**src/shared/dfr_pkg.sv**
```systemverilog
package dfr_pkg;

    // ****************************************
    // timing
    // ****************************************
    localparam int unsigned CLK_PERIOD_NS  = 20;
    localparam int unsigned TICK_PERIOD_NS = 1_000_000;
    localparam int unsigned TICK_CYCLES    = TICK_PERIOD_NS / CLK_PERIOD_NS;
    localparam int unsigned FAST_SEG_MS    = 1000;
    localparam int unsigned MS_PER_S       = 1000;

    // ****************************************
    // number formats
    // ****************************************
    localparam int unsigned FRAC_BITS = 16;
    localparam int unsigned FREQ_W    = 24;
    localparam int unsigned ADC_W     = 12;
    localparam int unsigned DIV_W     = 32;
    localparam int unsigned SYNC_N    = 5;

    // ****************************************
    // parameter defaults and limits
    // ****************************************
    localparam logic [7:0] FLOOR_DEFAULT_HZ = 8'h1E;
    localparam logic [7:0] FLOOR_LIMIT_HZ   = 8'h78;
    localparam logic [7:0] FLOOR_SW_ON_HZ   = 8'h1E;
    localparam logic [7:0] FLOOR_SW_OFF_HZ  = 8'h00;
    localparam logic [7:0] MAXF_DEFAULT_HZ  = 8'h3C;
    localparam logic [7:0] MAXF_BASIC_HZ    = 8'h3C;
    localparam logic [7:0] RAMP_DEFAULT_S   = 8'h08;
    localparam logic [7:0] PROFILE_DEFAULT  = 8'h00;
    localparam logic [7:0] PROFILE_ANALOG   = 8'h01;

    // ****************************************
    // register map (byte addresses)
    // ****************************************
    localparam logic [7:0] REG_CTRL    = 8'h00;
    localparam logic [7:0] REG_FLOOR   = 8'h04;
    localparam logic [7:0] REG_MAXF    = 8'h08;
    localparam logic [7:0] REG_RAMP_UP = 8'h0C;
    localparam logic [7:0] REG_RAMP_DN = 8'h10;
    localparam logic [7:0] REG_PROFILE = 8'h14;
    localparam logic [7:0] REG_FREQ    = 8'h18;
    localparam logic [7:0] REG_STATUS  = 8'h1C;

    localparam int unsigned CTRL_HAND_BIT   = 0;
    localparam logic        CTRL_HAND_RESET = 1'b0;

    localparam int unsigned ST_RUNNING_BIT = 0;
    localparam int unsigned ST_STOPPING_BIT = 1;
    localparam int unsigned ST_REGEN_BIT   = 2;
    localparam int unsigned ST_ANALOG_BIT  = 3;
    localparam int unsigned ST_KEYPAD_BIT  = 4;
    localparam int unsigned ST_AT_TGT_BIT  = 5;

    localparam logic [1:0] RESP_OKAY   = 2'h0;
    localparam logic [1:0] RESP_SLVERR = 2'h2;

    // ****************************************
    // types
    // ****************************************
    typedef struct packed {
        logic [7:0] floor_hz;
        logic [7:0] max_hz;
        logic [7:0] up_s;
        logic [7:0] dn_s;
    } dfr_cfg_s;

    typedef enum logic [1:0] {
        RAMP_STOPPED,
        RAMP_RUNNING,
        RAMP_STOPPING
    } dfr_ramp_e;

    typedef enum logic [1:0] {
        JOB_FAST,
        JOB_UP,
        JOB_DN
    } dfr_job_e;

endpackage

```
**src/dfr_ramp.sv**
```systemverilog
`timescale 1ns/10ps

// Behaviour
// - with a nonzero floor, the output climbs from standstill to the floor frequency within one second.
// - above the floor the output ramps to the maximum over the start-up ramp time, eight seconds by default.
// - the floor frequency setting resets to thirty hertz.
// - with the floor at zero the ramp is one linear segment from standstill to the maximum over the start-up ramp time.
// - ramp times cover the span between the floor and the maximum, up for start and down for stop.
// - without the keypad the maximum is sixty hertz and both ramp times are fixed.
// - without the keypad switch 7 picks the floor: off gives zero hertz, on gives thirty hertz.
// - while decelerating above the floor, sensed regeneration holds the frequency so the shutdown lengthens.
// - analog speed commands apply only with the keypad fitted and the profile setting equal to one.
// - a two-position switch picks the voltage or the current-loop analog source.
// - the analog target is the maximum times the input over its full scale.
// - the analog target never falls below the floor frequency.
// - analog speed control acts only in automatic mode.
// - on stop with a nonzero floor, the output falls from the floor to standstill within one second.
// - the floor accepts zero to one hundred twenty hertz, and zero disables it.
module dfr_ramp #(
    parameter int unsigned TICK_CYCLES = dfr_pkg::TICK_CYCLES
) (
    input  wire logic                       clk_sys,
    input  wire logic                       rst,
    input  wire logic [7:0]                 s_axi_awaddr,
    input  wire logic                       s_axi_awvalid,
    output logic                            s_axi_awready,
    input  wire logic [31:0]                s_axi_wdata,
    input  wire logic [3:0]                 s_axi_wstrb,
    input  wire logic                       s_axi_wvalid,
    output logic                            s_axi_wready,
    output logic [1:0]                      s_axi_bresp,
    output logic                            s_axi_bvalid,
    input  wire logic                       s_axi_bready,
    input  wire logic [7:0]                 s_axi_araddr,
    input  wire logic                       s_axi_arvalid,
    output logic                            s_axi_arready,
    output logic [31:0]                     s_axi_rdata,
    output logic [1:0]                      s_axi_rresp,
    output logic                            s_axi_rvalid,
    input  wire logic                       s_axi_rready,
    input  wire logic                       run_request,
    input  wire logic                       keypad_fitted,
    input  wire logic                       floor_switch_on,
    input  wire logic                       analog_src_current,
    input  wire logic                       regen_detect,
    input  wire logic [dfr_pkg::ADC_W-1:0]  analog_volt_code,
    input  wire logic [dfr_pkg::ADC_W-1:0]  analog_curr_code,
    output logic [dfr_pkg::FREQ_W-1:0]      freq_setpoint,
    output logic                            running,
    output logic                            regen_extend
);
    localparam int unsigned FW = dfr_pkg::FREQ_W;
    localparam int unsigned DW = dfr_pkg::DIV_W;
    localparam int unsigned TW = $clog2(TICK_CYCLES + 1);

    // ****************************************
    // pin synchronisers
    // ****************************************
    logic [dfr_pkg::SYNC_N-1:0] pin_raw, pin_s1_q, pin_s2_q, pin_s3_q, pin_q;
    logic                       run_req, keypad, sw_floor, src_curr, regen;

    assign pin_raw = {regen_detect, analog_src_current, floor_switch_on, keypad_fitted, run_request};
    assign {regen, src_curr, sw_floor, keypad, run_req} = pin_q;

    // a level counts only once stages two and three agree, which rejects a one-cycle glitch
    for (genvar i = 0; i < dfr_pkg::SYNC_N; i++) begin : g_sync
        always_ff @(posedge clk_sys or posedge rst) begin
            if (rst) begin
                {pin_s1_q[i], pin_s2_q[i], pin_s3_q[i], pin_q[i]} <= 4'h0;
            end else begin
                {pin_s1_q[i], pin_s2_q[i], pin_s3_q[i]} <= {pin_raw[i], pin_s1_q[i], pin_s2_q[i]};
                if (pin_s2_q[i] == pin_s3_q[i]) pin_q[i] <= pin_s3_q[i];
            end
        end
    end

    // ****************************************
    // register bus
    // ****************************************
    logic [7:0]  floor_q, maxf_q, up_s_q, dn_s_q, profile_q, aw_addr_q;
    logic [31:0] w_data_q, rd_word;
    logic [5:0]  status_word;
    logic        hand_q, aw_hold_q, w_hold_q, w_lane0_q, do_write, rd_hit;

    assign s_axi_awready = !aw_hold_q && !s_axi_bvalid;
    assign s_axi_wready  = !w_hold_q && !s_axi_bvalid;
    assign s_axi_arready = !s_axi_rvalid;
    assign do_write      = aw_hold_q && w_hold_q && !s_axi_bvalid;

    always_ff @(posedge clk_sys or posedge rst) begin
        if (rst) begin
            aw_hold_q <= 1'b0;
            w_hold_q  <= 1'b0;
            aw_addr_q <= '0;
            w_data_q  <= '0;
            w_lane0_q <= 1'b0;
        end else begin
            if (s_axi_awvalid && s_axi_awready) begin
                aw_hold_q <= 1'b1;
                aw_addr_q <= s_axi_awaddr;
            end else if (do_write) begin
                aw_hold_q <= 1'b0;
            end
            if (s_axi_wvalid && s_axi_wready) begin
                w_hold_q  <= 1'b1;
                w_data_q  <= s_axi_wdata;
                w_lane0_q <= s_axi_wstrb[0];
            end else if (do_write) begin
                w_hold_q <= 1'b0;
            end
        end
    end

    always_ff @(posedge clk_sys or posedge rst) begin
        if (rst) begin
            s_axi_bvalid <= 1'b0;
            s_axi_bresp  <= dfr_pkg::RESP_OKAY;
        end else if (do_write) begin
            s_axi_bvalid <= 1'b1;
            s_axi_bresp  <= (aw_addr_q <= dfr_pkg::REG_PROFILE) ? dfr_pkg::RESP_OKAY : dfr_pkg::RESP_SLVERR;
        end else if (s_axi_bready) begin
            s_axi_bvalid <= 1'b0;
        end
    end

    always_ff @(posedge clk_sys or posedge rst) begin
        if (rst) begin
            hand_q    <= dfr_pkg::CTRL_HAND_RESET;
            floor_q   <= dfr_pkg::FLOOR_DEFAULT_HZ;
            maxf_q    <= dfr_pkg::MAXF_DEFAULT_HZ;
            up_s_q    <= dfr_pkg::RAMP_DEFAULT_S;
            dn_s_q    <= dfr_pkg::RAMP_DEFAULT_S;
            profile_q <= dfr_pkg::PROFILE_DEFAULT;
        end else if (do_write && w_lane0_q) begin
            if (aw_addr_q == dfr_pkg::REG_CTRL) hand_q <= w_data_q[dfr_pkg::CTRL_HAND_BIT];
            else if (aw_addr_q == dfr_pkg::REG_FLOOR) begin
                // out-of-range settings saturate at the top of the range
                floor_q <= (w_data_q[7:0] > dfr_pkg::FLOOR_LIMIT_HZ) ? dfr_pkg::FLOOR_LIMIT_HZ : w_data_q[7:0];
            end else if (aw_addr_q == dfr_pkg::REG_MAXF) maxf_q <= w_data_q[7:0];
            else if (aw_addr_q == dfr_pkg::REG_RAMP_UP) up_s_q <= (w_data_q[7:0] == 8'h00) ? 8'h01 : w_data_q[7:0];
            else if (aw_addr_q == dfr_pkg::REG_RAMP_DN) dn_s_q <= (w_data_q[7:0] == 8'h00) ? 8'h01 : w_data_q[7:0];
            else if (aw_addr_q == dfr_pkg::REG_PROFILE) profile_q <= w_data_q[7:0];
        end
    end

    always_comb begin
        rd_word = '0;
        rd_hit  = 1'b1;
        if (s_axi_araddr == dfr_pkg::REG_CTRL) rd_word[dfr_pkg::CTRL_HAND_BIT] = hand_q;
        else if (s_axi_araddr == dfr_pkg::REG_FLOOR) rd_word[7:0] = floor_q;
        else if (s_axi_araddr == dfr_pkg::REG_MAXF) rd_word[7:0] = maxf_q;
        else if (s_axi_araddr == dfr_pkg::REG_RAMP_UP) rd_word[7:0] = up_s_q;
        else if (s_axi_araddr == dfr_pkg::REG_RAMP_DN) rd_word[7:0] = dn_s_q;
        else if (s_axi_araddr == dfr_pkg::REG_PROFILE) rd_word[7:0] = profile_q;
        else if (s_axi_araddr == dfr_pkg::REG_FREQ) rd_word[FW-1:0] = freq_setpoint;
        else if (s_axi_araddr == dfr_pkg::REG_STATUS) rd_word[5:0] = status_word;
        else rd_hit = 1'b0;
    end

    always_ff @(posedge clk_sys or posedge rst) begin
        if (rst) begin
            s_axi_rvalid <= 1'b0;
            s_axi_rdata  <= '0;
            s_axi_rresp  <= dfr_pkg::RESP_OKAY;
        end else if (s_axi_arvalid && s_axi_arready) begin
            s_axi_rvalid <= 1'b1;
            s_axi_rdata  <= rd_word;
            s_axi_rresp  <= rd_hit ? dfr_pkg::RESP_OKAY : dfr_pkg::RESP_SLVERR;
        end else if (s_axi_rready) begin
            s_axi_rvalid <= 1'b0;
        end
    end

    // ****************************************
    // effective settings
    // ****************************************
    dfr_pkg::dfr_cfg_s cfg;
    logic [FW-1:0]     floor_fx;
    logic [FW-1:0]     max_fx;

    always_comb begin
        if (keypad) begin
            cfg = '{floor_hz: floor_q, max_hz: maxf_q, up_s: up_s_q, dn_s: dn_s_q};
        end else begin
            cfg.floor_hz = sw_floor ? dfr_pkg::FLOOR_SW_ON_HZ : dfr_pkg::FLOOR_SW_OFF_HZ;
            cfg.max_hz   = dfr_pkg::MAXF_BASIC_HZ;
            cfg.up_s     = dfr_pkg::RAMP_DEFAULT_S;
            cfg.dn_s     = dfr_pkg::RAMP_DEFAULT_S;
        end
    end

    assign floor_fx = {cfg.floor_hz, {dfr_pkg::FRAC_BITS{1'b0}}};
    assign max_fx   = {cfg.max_hz, {dfr_pkg::FRAC_BITS{1'b0}}};

    // ****************************************
    // increments, recomputed round-robin
    // ****************************************
    dfr_pkg::dfr_job_e job_q;
    logic [DW-1:0]     span, dur_ms, div_quo;
    logic              div_busy, div_done, div_start_q;
    logic [FW-1:0]     inc_fast_q, inc_up_q, inc_dn_q, inc_new;

    always_comb begin
        span   = '0;
        dur_ms = DW'(dfr_pkg::FAST_SEG_MS);
        case (job_q)
            dfr_pkg::JOB_FAST: span = DW'(floor_fx);
            dfr_pkg::JOB_UP: begin
                span   = (max_fx > floor_fx) ? DW'(max_fx - floor_fx) : '0;
                dur_ms = DW'(cfg.up_s) * DW'(dfr_pkg::MS_PER_S);
            end
            default: begin
                span   = (max_fx > floor_fx) ? DW'(max_fx - floor_fx) : '0;
                dur_ms = DW'(cfg.dn_s) * DW'(dfr_pkg::MS_PER_S);
            end
        endcase
    end

    // rounding up keeps every segment at or under its stated duration
    dfr_div #(
        .W(DW)
    ) u_div (
        .clk_sys  (clk_sys),
        .rst      (rst),
        .start    (div_start_q),
        .dividend (span + dur_ms - DW'(1)),
        .divisor  (dur_ms),
        .busy     (div_busy),
        .done     (div_done),
        .quotient (div_quo)
    );

    assign inc_new = (div_quo[FW-1:0] == '0) ? FW'(1) : div_quo[FW-1:0];

    always_ff @(posedge clk_sys or posedge rst) begin
        if (rst) begin
            job_q       <= dfr_pkg::JOB_FAST;
            div_start_q <= 1'b0;
            inc_fast_q  <= FW'(1);
            inc_up_q    <= FW'(1);
            inc_dn_q    <= FW'(1);
        end else begin
            div_start_q <= !div_busy && !div_start_q && !div_done;
            if (div_done) begin
                case (job_q)
                    dfr_pkg::JOB_FAST: begin
                        inc_fast_q <= inc_new;
                        job_q      <= dfr_pkg::JOB_UP;
                    end
                    dfr_pkg::JOB_UP: begin
                        inc_up_q <= inc_new;
                        job_q    <= dfr_pkg::JOB_DN;
                    end
                    default: begin
                        inc_dn_q <= inc_new;
                        job_q    <= dfr_pkg::JOB_FAST;
                    end
                endcase
            end
        end
    end

    // ****************************************
    // target frequency
    // ****************************************
    logic [dfr_pkg::ADC_W-1:0] adc_code;
    logic [FW-1:0]             analog_fx, target;
    logic                      analog_on;

    assign adc_code  = src_curr ? analog_curr_code : analog_volt_code;
    // full scale is 2^ADC_W codes, so the ratio becomes a shift
    // the product is widened first, a 24-bit product would overflow above a sixteenth of a hertz
    assign analog_fx = FW'((FW + dfr_pkg::ADC_W)'(max_fx) * (FW + dfr_pkg::ADC_W)'(adc_code) >> dfr_pkg::ADC_W);
    assign analog_on = keypad && (profile_q == dfr_pkg::PROFILE_ANALOG) && !hand_q;

    // ****************************************
    // ramp accumulator
    // ****************************************
    dfr_pkg::dfr_ramp_e state_q;
    logic [TW-1:0]      tick_cnt_q;
    logic [FW-1:0]      freq_q, freq_d, lim;
    logic [FW:0]        step_up;
    logic               tick, hold;

    always_comb begin
        if (state_q != dfr_pkg::RAMP_RUNNING) begin
            target = '0;
        end else if (analog_on) begin
            target = (analog_fx < floor_fx) ? floor_fx : analog_fx;
        end else begin
            target = max_fx;
        end
    end

    assign tick = (tick_cnt_q == TW'(TICK_CYCLES - 1));

    always_ff @(posedge clk_sys or posedge rst) begin
        if (rst) tick_cnt_q <= '0;
        else tick_cnt_q <= tick ? '0 : tick_cnt_q + TW'(1);
    end

    // only the slow segment above the floor stretches, the fast segment keeps its one-second bound
    assign hold = regen && (freq_q > floor_fx) && (freq_q > target);

    always_comb begin
        freq_d  = freq_q;
        step_up = '0;
        lim     = target;
        if (freq_q < target) begin
            if (freq_q < floor_fx) begin
                lim     = (target < floor_fx) ? target : floor_fx;
                step_up = {1'b0, freq_q} + {1'b0, inc_fast_q};
            end else begin
                step_up = {1'b0, freq_q} + {1'b0, inc_up_q};
            end
            freq_d = (step_up >= {1'b0, lim}) ? lim : step_up[FW-1:0];
        end else if (freq_q > target && !hold) begin
            if (freq_q > floor_fx) begin
                lim = (target > floor_fx) ? target : floor_fx;
                freq_d = (freq_q - lim <= inc_dn_q) ? lim : freq_q - inc_dn_q;
            end else begin
                freq_d = (freq_q - target <= inc_fast_q) ? target : freq_q - inc_fast_q;
            end
        end
    end

    always_ff @(posedge clk_sys or posedge rst) begin
        if (rst) freq_q <= '0;
        else if (tick) freq_q <= freq_d;
    end

    always_ff @(posedge clk_sys or posedge rst) begin
        if (rst) begin
            state_q <= dfr_pkg::RAMP_STOPPED;
        end else begin
            case (state_q)
                dfr_pkg::RAMP_STOPPED: if (run_req) state_q <= dfr_pkg::RAMP_RUNNING;
                dfr_pkg::RAMP_RUNNING: if (!run_req) state_q <= dfr_pkg::RAMP_STOPPING;
                default: begin
                    if (run_req) state_q <= dfr_pkg::RAMP_RUNNING;
                    else if (freq_q == '0) state_q <= dfr_pkg::RAMP_STOPPED;
                end
            endcase
        end
    end

    always_ff @(posedge clk_sys or posedge rst) begin
        if (rst) regen_extend <= 1'b0;
        else regen_extend <= hold;
    end

    assign freq_setpoint = freq_q;
    assign running       = (state_q != dfr_pkg::RAMP_STOPPED);

    assign status_word[dfr_pkg::ST_RUNNING_BIT]  = state_q == dfr_pkg::RAMP_RUNNING;
    assign status_word[dfr_pkg::ST_STOPPING_BIT] = state_q == dfr_pkg::RAMP_STOPPING;
    assign status_word[dfr_pkg::ST_REGEN_BIT]    = regen_extend;
    assign status_word[dfr_pkg::ST_ANALOG_BIT]   = analog_on;
    assign status_word[dfr_pkg::ST_KEYPAD_BIT]   = keypad;
    assign status_word[dfr_pkg::ST_AT_TGT_BIT]   = freq_q == target;

endmodule

```
**src/dfr_div.sv**
```systemverilog
`timescale 1ns/10ps

// restoring divider, one quotient bit per clock
module dfr_div #(
    parameter int unsigned W = 32
) (
    input  wire logic         clk_sys,
    input  wire logic         rst,
    input  wire logic         start,
    input  wire logic [W-1:0] dividend,
    input  wire logic [W-1:0] divisor,
    output logic              busy,
    output logic              done,
    output logic [W-1:0]      quotient
);
    localparam int unsigned CW = $clog2(W + 1);

    logic [W-1:0]  rem_q;
    logic [W-1:0]  quo_q;
    logic [W-1:0]  dvs_q;
    logic [CW-1:0] cnt_q;
    logic [W:0]    trial;

    assign trial = {rem_q, quo_q[W-1]} - {1'b0, dvs_q};

    always_ff @(posedge clk_sys or posedge rst) begin
        if (rst) begin
            rem_q <= '0;
            quo_q <= '0;
            dvs_q <= '0;
            cnt_q <= '0;
            busy  <= 1'b0;
            done  <= 1'b0;
        end else begin
            done <= 1'b0;
            if (start && !busy) begin
                rem_q <= '0;
                quo_q <= dividend;
                dvs_q <= divisor;
                cnt_q <= CW'(W);
                busy  <= 1'b1;
            end else if (busy) begin
                if (trial[W]) begin
                    rem_q <= {rem_q[W-2:0], quo_q[W-1]};
                    quo_q <= {quo_q[W-2:0], 1'b0};
                end else begin
                    rem_q <= trial[W-1:0];
                    quo_q <= {quo_q[W-2:0], 1'b1};
                end
                cnt_q <= cnt_q - CW'(1);
                if (cnt_q == CW'(1)) begin
                    busy <= 1'b0;
                    done <= 1'b1;
                end
            end
        end
    end

    assign quotient = quo_q;

endmodule

```
**config.mk**
```make
export PLATFORM = sky130hd
export DESIGN_NAME = dfr_ramp
export DESIGN_NICKNAME = d
export VERILOG_FILES = /design/src/shared/dfr_pkg.sv /design/src/dfr_ramp.sv /design/src/dfr_div.sv
export SDC_FILE = /design/constraint.sdc
export NUM_CORES = 2
export LEC_CHECK = 0
export ABC_AREA = 1
export BUFFER_PORTS_ARGS = -buffer_cell sky130_fd_sc_hd__buf_2
export CORE_MARGIN = 5
export CORE_UTILIZATION = 55
export CTS_CLUSTER_DIAMETER = 50
export DETAILED_ROUTE_END_ITERATION = 12
export PLACE_DENSITY_LB_ADDON = 0.2
export SYNTH_ARGS = -nofsm -noshare
export SYNTH_HDL_FRONTEND = slang
export SYNTH_SLANG_ARGS = --single-unit
export TNS_END_PERCENT = 30
```
**constraint.sdc**
```tcl
create_clock -name clk_sys -period 32.2 [get_ports clk_sys]
set_input_delay 0 -clock clk_sys [delete_from_list [all_inputs] [get_ports clk_sys]]
set_output_delay 0 -clock clk_sys [all_outputs]
set_load 0.005 [all_outputs]
```
==> results.py <==
metrics = {
    "clock_tree": {
        "cts-resized-gates": 0,
        "cts_max_level": 2,
        "cts_hold_buf": 51,
        "cts-root-buf": "clkbuf_16",
        "worst_skew_pair.late_latency_ns": 0.62,
        "tritoncts": "done",
        "clkTransAtPathRegs_ns": 0.06,
        "post-cts-setup-buffers": 0,
        "cts-buffers-inserted": 47,
        "cts_sinks": 313,
        "ctsLongestPathBuffers": 3,
    },
    "setup_path": {
        "cp-startpoint": "src_curr$_DFFE_PP0N_",
        "rrSetupSlack_ns": 16.97,
        "end_kind": "register",
        "arrival_ns": 15.69,
        "cpPeakStageDelay_ns": 0.83,
        "cp.required_ns": 32.66,
        "start_kind": "register",
        "cp_slowest_cell": "mux2i_1",
        "crit_fanout": 28,
        "critPathMostFrequentCell": "nand2_1",
        "crit_type": "register to register",
        "rr_worst_depth": 72,
        "timing.rr.end": "freq_setpoint[23]$_DFFE_PP0P_",
        "cp_num_buf_inv": 11,
        "crit_family": "simple AND/OR/NAND/NOR gates",
        "timing.rr.start": "src_curr$_DFFE_PP0N_",
    },
    "drt": {
        "wl_per_cell_um": 17.5,
        "drt-pass1-iter-count": 7,
        "route.vias.total": 27300,
        "drt-vias-per-instance": 5.60,
        "top_layer": "met4",
        "post-route-drc-count": 0,
        "wl_met3_mm": 6.18,
        "ant_nets": 0,
        "first_iter_violations": 2180,
        "met2_length_mm": 37.6,
        "wl_met1_mm": 38.0,
        "drt_wl_total_mm": 85.3,
    },
    "floorplan": {
        "die_h_um": 243,
        "core-area_um2": 53700,
        "dieWidth_um": 243,
        "fp.dieArea_um2": 58800,
        "start_util_pct": 55.4,
        "fp-row-count": 85,
        "pin_count": 155,
    },
    "min_path": {
        "hp-start": "keypad_fitted",
        "worstHoldPathType": "primary input to register",
        "hold_path_end": "pin_s1_q[1]$_DFF_PP0_",
        "holdPathStages": 2,
    },
    "logic_synthesis": {
        "syn_area_um2": 29700,
        "ys_seq_area_share_pct": 26.4,
        "synth-edff-count": 0,
        "synth.distinct_cells": 71,
        "yosys_warnings": 0,
        "ys.flop_type": "dfrtp_1",
        "synthCells": 3999,
        "async_flop_share_pct": 100,
        "avgSynthCellArea_um2": 7.44,
        "ys_ff_latch": 313,
    },
    "finish": {
        "final_common_cell": "nand2_1",
        "regArea_um2": 7850,
        "syn2layout_area_growth_pct": 11.5,
        "fill_cells": 4860,
        "multiInputGateArea_um2": 19100,
        "final_cell_mix": "nand2_1 (786), inv_1 (600), o21ai_0 (374)",
        "drive_gt1_share_pct": 7.74,
        "layout.nets": 4701,
        "post-route-util_pct": 61.8,
    },
    "global_routing": {
        "grt_max_degree": 129,
        "overflow": 0,
        "grt_pass1_wl_mm": 136,
        "grt_pass1_vias": 26300,
        "grt_use_total_pct": 28.3,
        "grt_antenna_before_repair": 1,
    },
    "pwr": {
        "power.net_switching_mw": 0.802,
        "ir_drop_v": 0.0000649,
        "p_per_area_nw_per_um2": 56.7,
        "clkPwrFrac_pct": 28.4,
        "leakage_nw": 17.2,
        "power_frac_seq_pct": 26.5,
        "p_sw_share_pct": 42.7,
        "pwr-share-comb_pct": 45.1,
        "p_int_mw": 1.08,
    },
    "sta": {
        "period_share_pct": 47.3,
        "fin_setup_tns_ns": 0,
        "hold_viol": 0,
        "tightest_slew_ns": 0.992,
        "rsz0062_at_grt": "false",
        "setup_viol": 0,
        "fmax_ghz": 0.0657,
        "slew_violations": 0,
        "relSlewSlack_pct": 33.3,
        "finalCriticalPeriod_ns": 15.23,
        "skew_ns": 0.0466,
    },
    "placement": {
        "portBuffers": 117,
        "place.gp.congestion": 1.00,
        "dp_hpwl_mm": 66.0,
    },
    "run": {
        "drv_cap": 0,
    },
    "outcome": {
        "status": "finished, final reports clean",
    },
}
synth_stat cells, types with 6 or more instances:
cell	n	area, µm²
a211oi_1	14	105
a21boi_0	9	67.6
a21o_1	8	60.1
a21oi_1	313	1570
a22oi_1	15	113
a31oi_1	23	144
and2_1	10	62.6
buf_1	9	33.8
buf_2	13	65.1
buf_4	11	82.6
clkbuf_1	74	278
dfrtp_1	300	7510
dfstp_2	13	342
fa_1	112	2240
ha_1	353	4420
inv_1	601	2260
mux2_2	6	67.6
mux2i_1	9	90.1
nand2_1	786	2950
nand2_2	13	81.3
nand2_4	6	67.6
nand3_1	151	756
nand4_1	37	231
nor2_1	344	1290
nor3_1	33	165
nor4_1	31	194
o211ai_1	30	225
o21ai_0	374	1870
o21ai_1	29	145
o21bai_1	14	105
o221ai_1	22	193
o22ai_1	18	113
or2_2	17	106
xnor2_1	31	272
xor2_1	92	806
worst max path at each step:
stage	to	slack (ns)	cells past startpoint
after detailed placement	freq_setpoint[23]$_DFFE_PP0P_	17.19	72
after global routing	freq_setpoint[23]$_DFFE_PP0P_	15.77	72
after CTS	freq_setpoint[23]$_DFFE_PP0P_	17.06	72
final	freq_setpoint[23]$_DFFE_PP0P_	16.97	72
after floorplan	freq_setpoint[6]$_DFFE_PP0P_	20.08	73
after global placement	freq_setpoint[23]$_DFFE_PP0P_	17.16	72
power by group through the flow:
stage	sequential, mW	combinational [mW]	clock (mW)
final	0.498	0.848	0.534
after floorplan	0.491	0.659	0
after CTS	0.497	0.843	0.545
after detailed placement	0.502	0.824	0
after global placement	0.501	0.810	0
after global routing	0.505	0.973	0.561
kinds of logic after synthesis:
group	Yosys count	share of synthesized area (%)
simple gates	1444	20.3
compound gates	912	17.1
buf+inv	721	9.47
fa+ha+maj	470	22.6
flops	313	26.4
xor+xnor	123	3.62
mux	15	0.530
other cells	1	0.0126
flip-flops by register name, summed over array words and instances (netlist names), 2 cells and up:
name	cells
w_data_q	8
u_div.cnt_q	6
job_q	2
aw_addr_q	8
inc_up_q	24
up_s_q	8
maxf_q	8
freq_setpoint	24
inc_dn_q	24
state_q	2
pin_s2_q	5
tick_cnt_q	16
s_axi_rdata	24
floor_q	8
dn_s_q	8
u_div.rem_q	32
inc_fast_q	24
profile_q	8
u_div.quotient	32
pin_s1_q	5
u_div.dvs_q	15
pin_s3_q	5
metal layers:
metal	vias to the layer above	global-route usage, %
met3	168	4.40
met5	-	0
met2	836	44.9
met4	0	11.1
li1	13500	-
met1	12800	39.3
area by class of cell:
type | instances | area share [%]
multi-input cells | 2974 | 57.7
flip-flops and latches | 313 | 23.7
inverters | 609 | 6.92
repair buffers | 203 | 4.10
clock buffers | 55 | 3.79
well taps | 696 | 2.63
clock inverters | 32 | 1.23
diodes | 1 | 0.00754
stage by stage:
stage	hold WS [ns]	setup WS (ns)	total power [mW]	std cells	area [µm²]
after floorplan	0.0314	20.08	1.15	4008	29800
after global placement	0.109	17.16	1.31	4744	31000
after detailed placement	0.110	17.19	1.33	4744	31000
after CTS	0.00336	17.06	1.88	4882	33200
after global routing	0.0295	15.77	2.04	4883	33200
final	0.0379	16.97	1.88	4883	33200
Power figures use the tool's default switching activity.
